## config.mk

```make
export PLATFORM = sky130hd
export DESIGN_NAME = boost_adaptive_voltage_config
export DESIGN_NICKNAME = d
export VERILOG_FILES = /design/src/boost_adaptive_voltage_config.v
export VERILOG_INCLUDE_DIRS = /design/src
export SDC_FILE = /design/constraint.sdc
export NUM_CORES = 1
export LEC_CHECK = 0
export ABC_AREA = 1
export BUFFER_PORTS_ARGS = -buffer_cell sky130_fd_sc_hd__buf_4
export CAP_MARGIN = 20
export CORE_UTILIZATION = 58
export CTS_CLUSTER_DIAMETER = 50
export DETAILED_ROUTE_END_ITERATION = 7
export PLACE_DENSITY = 0.81
export SETUP_SLACK_MARGIN = 0.5
export SYNTH_ARGS = -nofsm -noshare
export SYNTH_HDL_FRONTEND = slang
export SYNTH_SLANG_ARGS = --single-unit
```

## constraint.sdc

```tcl
create_clock -name clock -period 2.2 [get_ports clock]
set_clock_uncertainty 0.2 [all_clocks]
set_input_delay 0 -clock clock [delete_from_list [all_inputs] [get_ports clock]]
set_output_delay 0 -clock clock [all_outputs]
set_load 0.1 [all_outputs]
```

## src/boost_cfg_regs.vh

```
// Purpose: Register map, field positions and constants of the boost
//          voltage configuration block.
// Assumes: Included by bare name from the single design file.
// Notes:   Target voltage is held in control steps of 0.125 V above 16 V.
//
// Overview of operation
// - Two-bit code picks gate driver peak current
// - Adaptive off: hold target at startup code
// - Adaptive on: start at code, then follow LEDs
// - All outputs cluster mode forces adaptive off
// - Jump enable allows large jumps besides single steps
// - Jump after brightness rise of 10/30/50/70 percent
// - Jump adds 8, 16, 32 or 64 steps
// - Startup code means 16 V plus 0.5 V each
// - All-ones code is the 47.5 V maximum
`ifndef BOOST_CFG_REGS_VH
`define BOOST_CFG_REGS_VH

// ----------------------------------------------------------------------
// Register offsets and reset values
// ----------------------------------------------------------------------
`define ADDR_DRIVE_ADAPT_JUMP 8'h72
`define ADDR_STARTUP_VOLTAGE  8'h73
`define RST_DRIVE_ADAPT_JUMP  8'h00
`define RST_STARTUP_VOLTAGE   6'h00
`define RST_TARGET_STEP       8'h00
`define RST_GATE_DRIVE        2'h0
`define RST_BRIGHT_REF        16'h0000
`define RST_READ_DATA         8'h00
`define UNMAPPED_READ         8'h00
`define RESERVED_READ         2'h0

// ----------------------------------------------------------------------
// Field positions
// ----------------------------------------------------------------------
`define GATE_DRIVE_HI   7
`define GATE_DRIVE_LO   6
`define ADAPT_EN_BIT    5
`define JUMP_EN_BIT     4
`define JUMP_THR_HI     3
`define JUMP_THR_LO     2
`define JUMP_INC_HI     1
`define JUMP_INC_LO     0
`define STARTUP_CODE_HI 5
`define STARTUP_CODE_LO 0

// ----------------------------------------------------------------------
// Step arithmetic and brightness thresholds (16-bit full scale)
// ----------------------------------------------------------------------
`define STEPS_PER_CODE_SHIFT 2
`define MAX_STEP        8'hFC
`define MIN_STEP        8'h00
`define SINGLE_STEP     8'h01
`define THR_10PCT       16'h199A
`define THR_30PCT       16'h4CCD
`define THR_50PCT       16'h8000
`define THR_70PCT       16'hB333
`define JUMP_8_STEPS    8'h08
`define JUMP_16_STEPS   8'h10
`define JUMP_32_STEPS   8'h20
`define JUMP_64_STEPS   8'h40

`endif

```

## src/boost_adaptive_voltage_config.v

```verilog
// Purpose: Holds the two boost configuration registers and derives the
//          gate drive code and the boost voltage target in control steps.
// Assumes: All inputs except rstn come from logic on the same 40 MHz clock.
//          rstn may come straight from a pin; it is released through two flops.
// Notes:   One control step is 0.125 V; a startup code count is 4 steps.
//          Adaptive off or a start reload beats every adjustment, and a jump
//          beats a single step, so a start always lands on the startup code.
`timescale 1ns/1ps
`include "boost_cfg_regs.vh"

module boost_adaptive_voltage_config (
  // Clock and reset
  input  wire        clock,
  input  wire        rstn,
  // Register port
  input  wire [7:0]  regAddr,
  input  wire        regWrite,
  input  wire [7:0]  regWriteData,
  output reg  [7:0]  regReadData,
  // Converter status from the power stage control
  input  wire        boostStart,
  input  wire        allClusterMode,
  input  wire        stepTick,
  input  wire        headroomLow,
  input  wire        headroomHigh,
  input  wire [15:0] brightness,
  // Outputs to the power stage
  output reg  [1:0]  gateDriveStrength,
  output reg  [7:0]  targetStep,
  output reg         adaptiveActive,
  output reg         jumpPulse
);

  // --------------------------------------------------------------------
  // Functions
  // --------------------------------------------------------------------
  // Brightness rise needed for a jump
  function [15:0] jumpThreshold;
    input [1:0] code;
    begin
      case (code)
        2'h0:    jumpThreshold = `THR_10PCT;
        2'h1:    jumpThreshold = `THR_30PCT;
        2'h2:    jumpThreshold = `THR_50PCT;
        default: jumpThreshold = `THR_70PCT;
      endcase
    end
  endfunction

  // Steps added by a jump
  function [7:0] jumpSize;
    input [1:0] code;
    begin
      case (code)
        2'h0:    jumpSize = `JUMP_8_STEPS;
        2'h1:    jumpSize = `JUMP_16_STEPS;
        2'h2:    jumpSize = `JUMP_32_STEPS;
        default: jumpSize = `JUMP_64_STEPS;
      endcase
    end
  endfunction

  // Add with clamp at the top step
  function [7:0] addClamp;
    input [7:0] base;
    input [7:0] inc;
    reg   [8:0] sum;
    begin
      sum = {1'b0, base} + {1'b0, inc};
      if (sum > {1'b0, `MAX_STEP}) begin
        addClamp = `MAX_STEP;
      end else begin
        addClamp = sum[7:0];
      end
    end
  endfunction

  // --------------------------------------------------------------------
  // Reset release
  // --------------------------------------------------------------------
  reg        rstSync1;
  reg        rstSync2;

  // Asynchronous assert, two-stage synchronous release
  // Only the second flop feeds the logic, so a late release cannot split it
  always @(posedge clock or negedge rstn) begin
    if (!rstn) begin
      rstSync1 <= 1'b0;
      rstSync2 <= 1'b0;
    end else begin
      rstSync1 <= 1'b1;
      rstSync2 <= rstSync1;
    end
  end

  wire       resetN = rstSync2;

  // --------------------------------------------------------------------
  // Configuration registers
  // --------------------------------------------------------------------
  reg  [7:0] driveAdaptJump;
  reg  [5:0] startupCode;

  // Register writes
  always @(posedge clock or negedge resetN) begin
    if (!resetN) begin
      driveAdaptJump <= `RST_DRIVE_ADAPT_JUMP;
      startupCode    <= `RST_STARTUP_VOLTAGE;
    end else if (regWrite) begin
      if (regAddr == `ADDR_DRIVE_ADAPT_JUMP) begin
        driveAdaptJump <= regWriteData;
      end
      if (regAddr == `ADDR_STARTUP_VOLTAGE) begin
        startupCode <= regWriteData[`STARTUP_CODE_HI:`STARTUP_CODE_LO];
      end
    end
  end

  // Startup register as read back, reserved bits zero
  wire [7:0] startupRead = {`RESERVED_READ, startupCode};

  // Read mux; reserved bits and unmapped addresses read zero
  always @(posedge clock or negedge resetN) begin
    if (!resetN) begin
      regReadData <= `RST_READ_DATA;
    end else begin
      case (regAddr)
        `ADDR_DRIVE_ADAPT_JUMP: regReadData <= driveAdaptJump;
        `ADDR_STARTUP_VOLTAGE:  regReadData <= startupRead;
        default:                regReadData <= `UNMAPPED_READ;
      endcase
    end
  end

  // Field views
  wire       adaptEnable  = driveAdaptJump[`ADAPT_EN_BIT];
  wire       jumpEnable   = driveAdaptJump[`JUMP_EN_BIT];
  wire [1:0] thrCode      = driveAdaptJump[`JUMP_THR_HI:`JUMP_THR_LO];
  wire [1:0] incCode      = driveAdaptJump[`JUMP_INC_HI:`JUMP_INC_LO];
  // Code 63 lands on 252 steps, the 47.5 V top
  wire [7:0] startupStep  = {startupCode, 2'h0};
  wire       next_adaptive = adaptEnable & ~allClusterMode;

  // --------------------------------------------------------------------
  // Brightness tracking for jumps
  // --------------------------------------------------------------------
  reg  [15:0] brightRef;
  wire        brightRise  = brightness > brightRef;
  wire [15:0] brightDelta = brightness - brightRef;
  // Jump only while adaptive runs and jumps are allowed
  wire        jumpDue     = next_adaptive & jumpEnable & brightRise &
                            (brightDelta >= jumpThreshold(thrCode));

  // Reference follows falls at once and rises only on a jump or a start reload
  always @(posedge clock or negedge resetN) begin
    if (!resetN) begin
      brightRef <= `RST_BRIGHT_REF;
    end else if (boostStart || jumpDue || !brightRise) begin
      brightRef <= brightness;
    end
  end

  // --------------------------------------------------------------------
  // Target control
  // --------------------------------------------------------------------
  reg  [7:0] next_target;

  // Single-step requests from the headroom report
  wire       stepUp   = stepTick & headroomLow;
  wire       stepDown = stepTick & headroomHigh & (targetStep != `MIN_STEP);

  // Choose the next target step
  always @* begin
    next_target = targetStep;
    if (boostStart || !next_adaptive) begin
      next_target = startupStep;
    end else if (jumpDue) begin
      next_target = addClamp(targetStep, jumpSize(incCode));
    end else if (stepUp) begin
      next_target = addClamp(targetStep, `SINGLE_STEP);
    end else if (stepDown) begin
      next_target = targetStep - `SINGLE_STEP;
    end
  end

  // --------------------------------------------------------------------
  // Registered outputs
  // --------------------------------------------------------------------
  // Boost voltage target in control steps
  always @(posedge clock or negedge resetN) begin
    if (!resetN) begin
      targetStep <= `RST_TARGET_STEP;
    end else begin
      targetStep <= next_target;
    end
  end

  // Adaptive state seen by the power stage
  always @(posedge clock or negedge resetN) begin
    if (!resetN) begin
      adaptiveActive <= 1'b0;
    end else begin
      adaptiveActive <= next_adaptive;
    end
  end

  // One pulse per applied jump; a start reload suppresses it
  always @(posedge clock or negedge resetN) begin
    if (!resetN) begin
      jumpPulse <= 1'b0;
    end else begin
      jumpPulse <= jumpDue & ~boostStart;
    end
  end

  // Gate driver peak current code
  always @(posedge clock or negedge resetN) begin
    if (!resetN) begin
      gateDriveStrength <= `RST_GATE_DRIVE;
    end else begin
      gateDriveStrength <= driveAdaptJump[`GATE_DRIVE_HI:`GATE_DRIVE_LO];
    end
  end

endmodule // boost_adaptive_voltage_config

```

==> results.sh, run 1 <==
export IMPL_synth_ff_type="dfrtp_1"
export IMPL_worstEndpointType="sequential cell input"
export IMPL_synth_edf_count=0
export IMPL_die_y_um=85.5
export IMPL_post_dp_hpwl_um=8420
export IMPL_fp_row_count=30
export IMPL_synth_area_per_cell_um2=7.56
export IMPL_start_util_pct=59.8
export IMPL_cts_root_buf="clkbuf_8"
export IMPL_synth_area_um2=4040
export IMPL_track_usage_pct=61.7
export IMPL_syn_inst=534
export IMPL_grt_max_degree=27
export IMPL_worstEndpointGrtRepair="targetStep[0]$_DFFE_PN0P_/D"
export IMPL_place_area_um2=5220
export IMPL_htreeDepth=2
export IMPL_ys_seq_area_share_pct=32.2
export IMPL_stop_error="[ERROR GRT-0232] Routing congestion too high. Check the congestion heatmap in the GUI."
export IMPL_overflow=1
export IMPL_stop_stage="global routing"
export IMPL_dieWidth_um=85.5
export IMPL_synth_seq_cells=52
export IMPL_synth_largest_area_cell="dfrtp_1"
export IMPL_numCtsBuffers=5
export IMPL_yosysUniqueCellTypes=44
export IMPL_status="stopped before the end"
export IMPL_clock_sink_count=52
export IMPL_yosysWarnings=0
export IMPL_synthDominantCellAreaShare_pct=32.2
export IMPL_numPortBuffers=59
export IMPL_dp_cells=747
export IMPL_synthTopCellsByArea="dfrtp_1 32%, ha_1 14%, nand2_1 12%, inv_1 6.9%, nor2_1 4.6%"
export IMPL_synth_fp_nets=621
export IMPL_cts_path_max_buffers=2
export IMPL_ios=60
export IMPL_place_congestion=0.887
export IMPL_synthArstFlopShare_pct=100
cell families after synthesis:
| logic type | Yosys count | synth area share [%] |
|---|---|---|
| other | 1 | 0.0928 |
| adders and majority gates | 47 | 14.9 |
| DFF | 52 | 32.2 |
| buffers and inverters | 82 | 8.30 |
| and+or+nand+nor | 234 | 26.6 |
| xor gates and xnor gates | 17 | 3.69 |
| AOI/OAI and AO/OA | 100 | 13.9 |
| muxes | 1 | 0.248 |
stage by stage:
step / utilization, % / setup TNS [ns] / setup WS [ns] / hold WS [ns]
floorplan: - / -27.63 / -1.12 / -0.496
global placement: 77.3 / -31.66 / -1.30 / -0.417
detailed placement: 77.3 / -34.78 / -1.44 / -0.417
CTS: 88.2 / -35.36 / -1.46 / 0.0173
cells in the mapped netlist, types with 2 or more instances:
library cell  number
or2_2              2
a31oi_1            3
dfrtp_1           52
a22oi_1            5
nand3_1           25
o21ai_0           26
o21ai_1           18
xnor2_1            5
nor3_1             3
a21oi_1           33
nor2_2             2
nor2_1            49
o22ai_1            6
nand4_1            9
buf_6              3
inv_1             74
nand2_4            3
o21bai_1           2
xor2_1            12
ha_1              45
fa_1               2
nand3_2            4
nand2_1          125
nand2_2            5
clkbuf_1           2
layer usage:
layer / global-route usage (%) / GRT overflow
met1: 61.9 / 0
met2: 88.9 / 0
met3: 33.6 / 0
met4: 61.1 / 1
met5: 2.10 / 0
what timing repair did:
action,in CTS
hold buffers,34
gates cloned,2
endpoints found under the hold margin,46
pin swaps,20
endpoints found under the setup margin,25
setup buffers,14
resized for setup,38
==> run 2: changes to the inputs <==
CORE_UTILIZATION = 40   (was 58)
CTS_CLUSTER_DIAMETER = default   (was 50)
PLACE_DENSITY = default   (was 0.81)
PLACE_DENSITY_LB_ADDON = 0.15   (was default)
SETUP_SLACK_MARGIN = default   (was 0.5)
==> run 2 against run 1 <==
Against the previous run:
- the flow now finishes, with violations (hold timing, setup timing)
- synthesized cell count is the same
- synthesized area is the same
==> results.sh, run 2 <==
export IMPL_vias=4088
export IMPL_numPortBuffers=59
export IMPL_synth_edf_count=0
export IMPL_arrival_ns=3.44
export IMPL_postLayoutCellArea_um2=5980
export IMPL_synth_compound_area_share_pct=13.9
export IMPL_crit_path_start_kind="flop"
export IMPL_path_class="flop to flop"
export IMPL_slowest_delay_ns=0.42
export IMPL_rsz0062_at_grt="true"
export IMPL_cts_root_buf="clkbuf_8"
export IMPL_start_util_pct=41.3
export IMPL_synthArstFlopShare_pct=100
export IMPL_yosysUniqueCellTypes=44
export IMPL_p_int_mw=2.76
export IMPL_track_usage_pct=20.9
export IMPL_final_hold_viol_count=12
export IMPL_regMostFlops="brightRef"
export IMPL_critPathSlowestCell="dfrtp_1"
export IMPL_numCtsBuffers=5
export IMPL_max_slew_margin_pct=64.4
export IMPL_via_per_inst=4.76
export IMPL_topRoutingLayerUsed="met4"
export IMPL_crit_chain="ha_4, fa_2, inv_1, nand3_1, nand2_1, nand2_1, nand2_2, a21boi_2, o21bai_2, a21oi_2, xor2_1, ha_1, nand2_4, o21ai_2, a21oi_2, nand3_4, nand2_8, nand4_4, buf_12, nor2_2, a21oi_2"
export IMPL_met1_length_um=5040
export IMPL_crit_fanout=18
export IMPL_post_dp_hpwl_um=8050
export IMPL_p_leak_nw=3.12
export IMPL_grt_pass1_vias=3895
export IMPL_powerDensity_nw_per_um2=825
export IMPL_synth_area_mux_share_pct=0.248
export IMPL_yosysWarnings=0
export IMPL_drt_iter0_drc=101
export IMPL_wl_met3_um=334
export IMPL_avgRoutedWirePerCell_um=12.2
export IMPL_place_ws_ns=-1.34
export IMPL_synth_common_cells="125 x nand2_1, 74 x inv_1, 52 x dfrtp_1"
export IMPL_final_cell_count_no_fill=859
export IMPL_violations="hold timing, setup timing"
export IMPL_place_congestion=0.872
export IMPL_cp_required_ns=2.21
export IMPL_p_switching_mw=2.17
export IMPL_ir_worst_vdd_mv=0.479
export IMPL_finalCritPeriodShare_pct=156
export IMPL_postRouteAntennaNets=0
export IMPL_worstSkewPairLatency_ns=0.31
export IMPL_period_needed_ns=3.43
export IMPL_synth_area_um2=4040
export IMPL_place_area_um2=5300
export IMPL_drc_errors=0
export IMPL_dp_cells=805
export IMPL_rrSetupSlack_ns=-1.23
export IMPL_synthToLayoutAreaGrowth_pct=48.0
export IMPL_ios=60
export IMPL_synth_fp_nets=621
export IMPL_nFillCells=890
export IMPL_swShare_pct=44.0
export IMPL_die_y_um=102
export IMPL_antenna_cells=0
export IMPL_slew_viol_final=0
export IMPL_fp_row_count=36
export IMPL_antenna_found_initial=0
export IMPL_setup_viol=25
export IMPL_status="finished with violations"
export IMPL_routed_wirelength_um=10500
export IMPL_combPwrFrac_pct=64.4
export IMPL_cts_tree="built"
export IMPL_layout_drive_gt1_share_pct=30.0
export IMPL_fp_coreArea_um2=9770
export IMPL_clkTransAtPathRegs_ns=0.10
export IMPL_wl_met2_um=5010
export IMPL_tightestPinTransition_ns=0.528
export IMPL_grt_max_degree=37
export IMPL_synth_seq_cells=52
export IMPL_synth_most_common_cell="nand2_1"
export IMPL_final_common_cell="buf_4"
export IMPL_synthSimpleGateAreaFrac_pct=26.6
export IMPL_timing_hold_ws_ns=-0.0186
export IMPL_mostFrequentLayoutCells="149 x buf_4, 120 x nand2_1, 74 x inv_1"
export IMPL_crit_top_cell="a21oi_2"
export IMPL_overflow=0
export IMPL_fmax_mhz=292
export IMPL_synth_largest_area_cell="dfrtp_1"
export IMPL_end_kind="flop"
export IMPL_syn_inst=534
export IMPL_dieWidth_um=102
export IMPL_grt_pass1_wl_um=17300
export IMPL_largest_register_ffs=16
export IMPL_die_area_um2=10500
export IMPL_worstHoldPathType="input port to flop"
export IMPL_clock_sink_count=52
export IMPL_synthDominantCellAreaShare_pct=32.2
export IMPL_synth_fa_ha_area_share_pct=14.9
export IMPL_ys_seq_area_share_pct=32.2
export IMPL_p_clk_share_pct=12.2
export IMPL_cts_path_max_buffers=2
export IMPL_synth_top_family_by_area="simple AND/OR/NAND/NOR gates"
export IMPL_htreeDepth=2
export IMPL_layout_setup_ws_ns=-1.23
export IMPL_synth_ff_type="dfrtp_1"
export IMPL_first_pass_iters=4
export IMPL_power_frac_seq_pct=23.4
export IMPL_synth_area_per_cell_um2=7.56
export IMPL_nets=812
export IMPL_drv_cap=0
export IMPL_synthTopCellsByArea="dfrtp_1 32%, ha_1 14%, nand2_1 12%, inv_1 6.9%, nor2_1 4.6%"
export IMPL_synthXorXnorAreaFrac_pct=3.69
[run 2: cell counts after synthesis]
Identical to the previous run, type by type.
[run 2: cell type report]
cell class / instances / area [µm²] / share of cell area [%]
multi-input cells: 401 / 2580 / 43.1
repair buffers: 190 / 1550 / 26.0
flip-flops and latches: 52 / 1300 / 21.8
inverters: 75 / 282 / 4.71
well taps: 133 / 166 / 2.78
clock buffers: 5 / 68.8 / 1.15
clock inverters: 3 / 28.8 / 0.481
[run 2: final timing paths]
kind                                     end  cells past startpoint         start
hold / removal             driveAdaptJump[0]                      7    regAddr[7]
min in group asynchronous      brightRef[10]                      0        resetN
hold reg to reg                brightRef[10]                      0        resetN
max in group asynchronous      targetStep[4]                      1        resetN
setup / recovery                brightRef[0]                     21  brightRef[0]
setup reg to reg                brightRef[0]                     21  brightRef[0]
[run 2: kinds of logic after synthesis]
group                    after synthesis
AND/OR/NAND/NOR                      234
AO/OA/AOI/OAI                        100
buffers and inverters                 82
flip-flops                            52
adder cells (fa/ha/maj)               47
XOR/XNOR                              17
other                                  1
multiplexers                           1
[run 2: stage by stage]
stage / hold WS [ns] / setup TNS (ns) / total power, mW / util [%]
3_3_place_gp: -0.417 / -30.24 / 3.96 / 54.2
6_report: -0.0186 / -29.97 / 4.93 / 61.2
4_1_cts: 0.00731 / -31.80 / 4.78 / 59.6
5_1_grt: 0.0226 / -35.21 / 5.37 / 61.2
2_1_floorplan: -0.496 / -27.63 / 3.01 / -
3_5_place_dp: -0.415 / -32.10 / 4.02 / 54.2
[run 2: routing by layer]
| layer | GRT usage, % | vias to the layer above |
|---|---|---|
| met4 | 3.41 | 0 |
| met5 | 0 | - |
| li1 | - | 2136 |
| met1 | 28.7 | 1875 |
| met2 | 35.5 | 69 |
| met3 | 2.80 | 8 |
[run 2: what timing repair did]
item | 4_1_cts | 5_1_grt
endpoints found under the hold margin | 43 | 0
cloned | 1 | 0
hold buffers | 38 | 0
resized for setup | 2 | 29
endpoints found under the setup margin | 25 | 26
buffers inserted | 3 | 5
pin swaps | 1 | 2
[run 2: critical path: cells and delay by family (launching register included)]
family | cells | cell delay [ns]
fa+ha+maj | 3 | 0.87
simple gates | 9 | 0.86
compound gates | 6 | 0.59
flops | 1 | 0.42
buf+inv | 2 | 0.24
xor+xnor | 1 | 0.14
[run 2: power by group through the flow]
stage	registers [mW]	clock network (mW)	logic, mW
6_report	1.15	0.600	3.18
3_5_place_dp	1.17	0	2.85
2_1_floorplan	1.39	0	1.62
4_1_cts	1.15	0.633	2.99
3_3_place_gp	1.17	0	2.80
5_1_grt	1.17	0.665	3.53
Power figures use the tool's default switching activity.
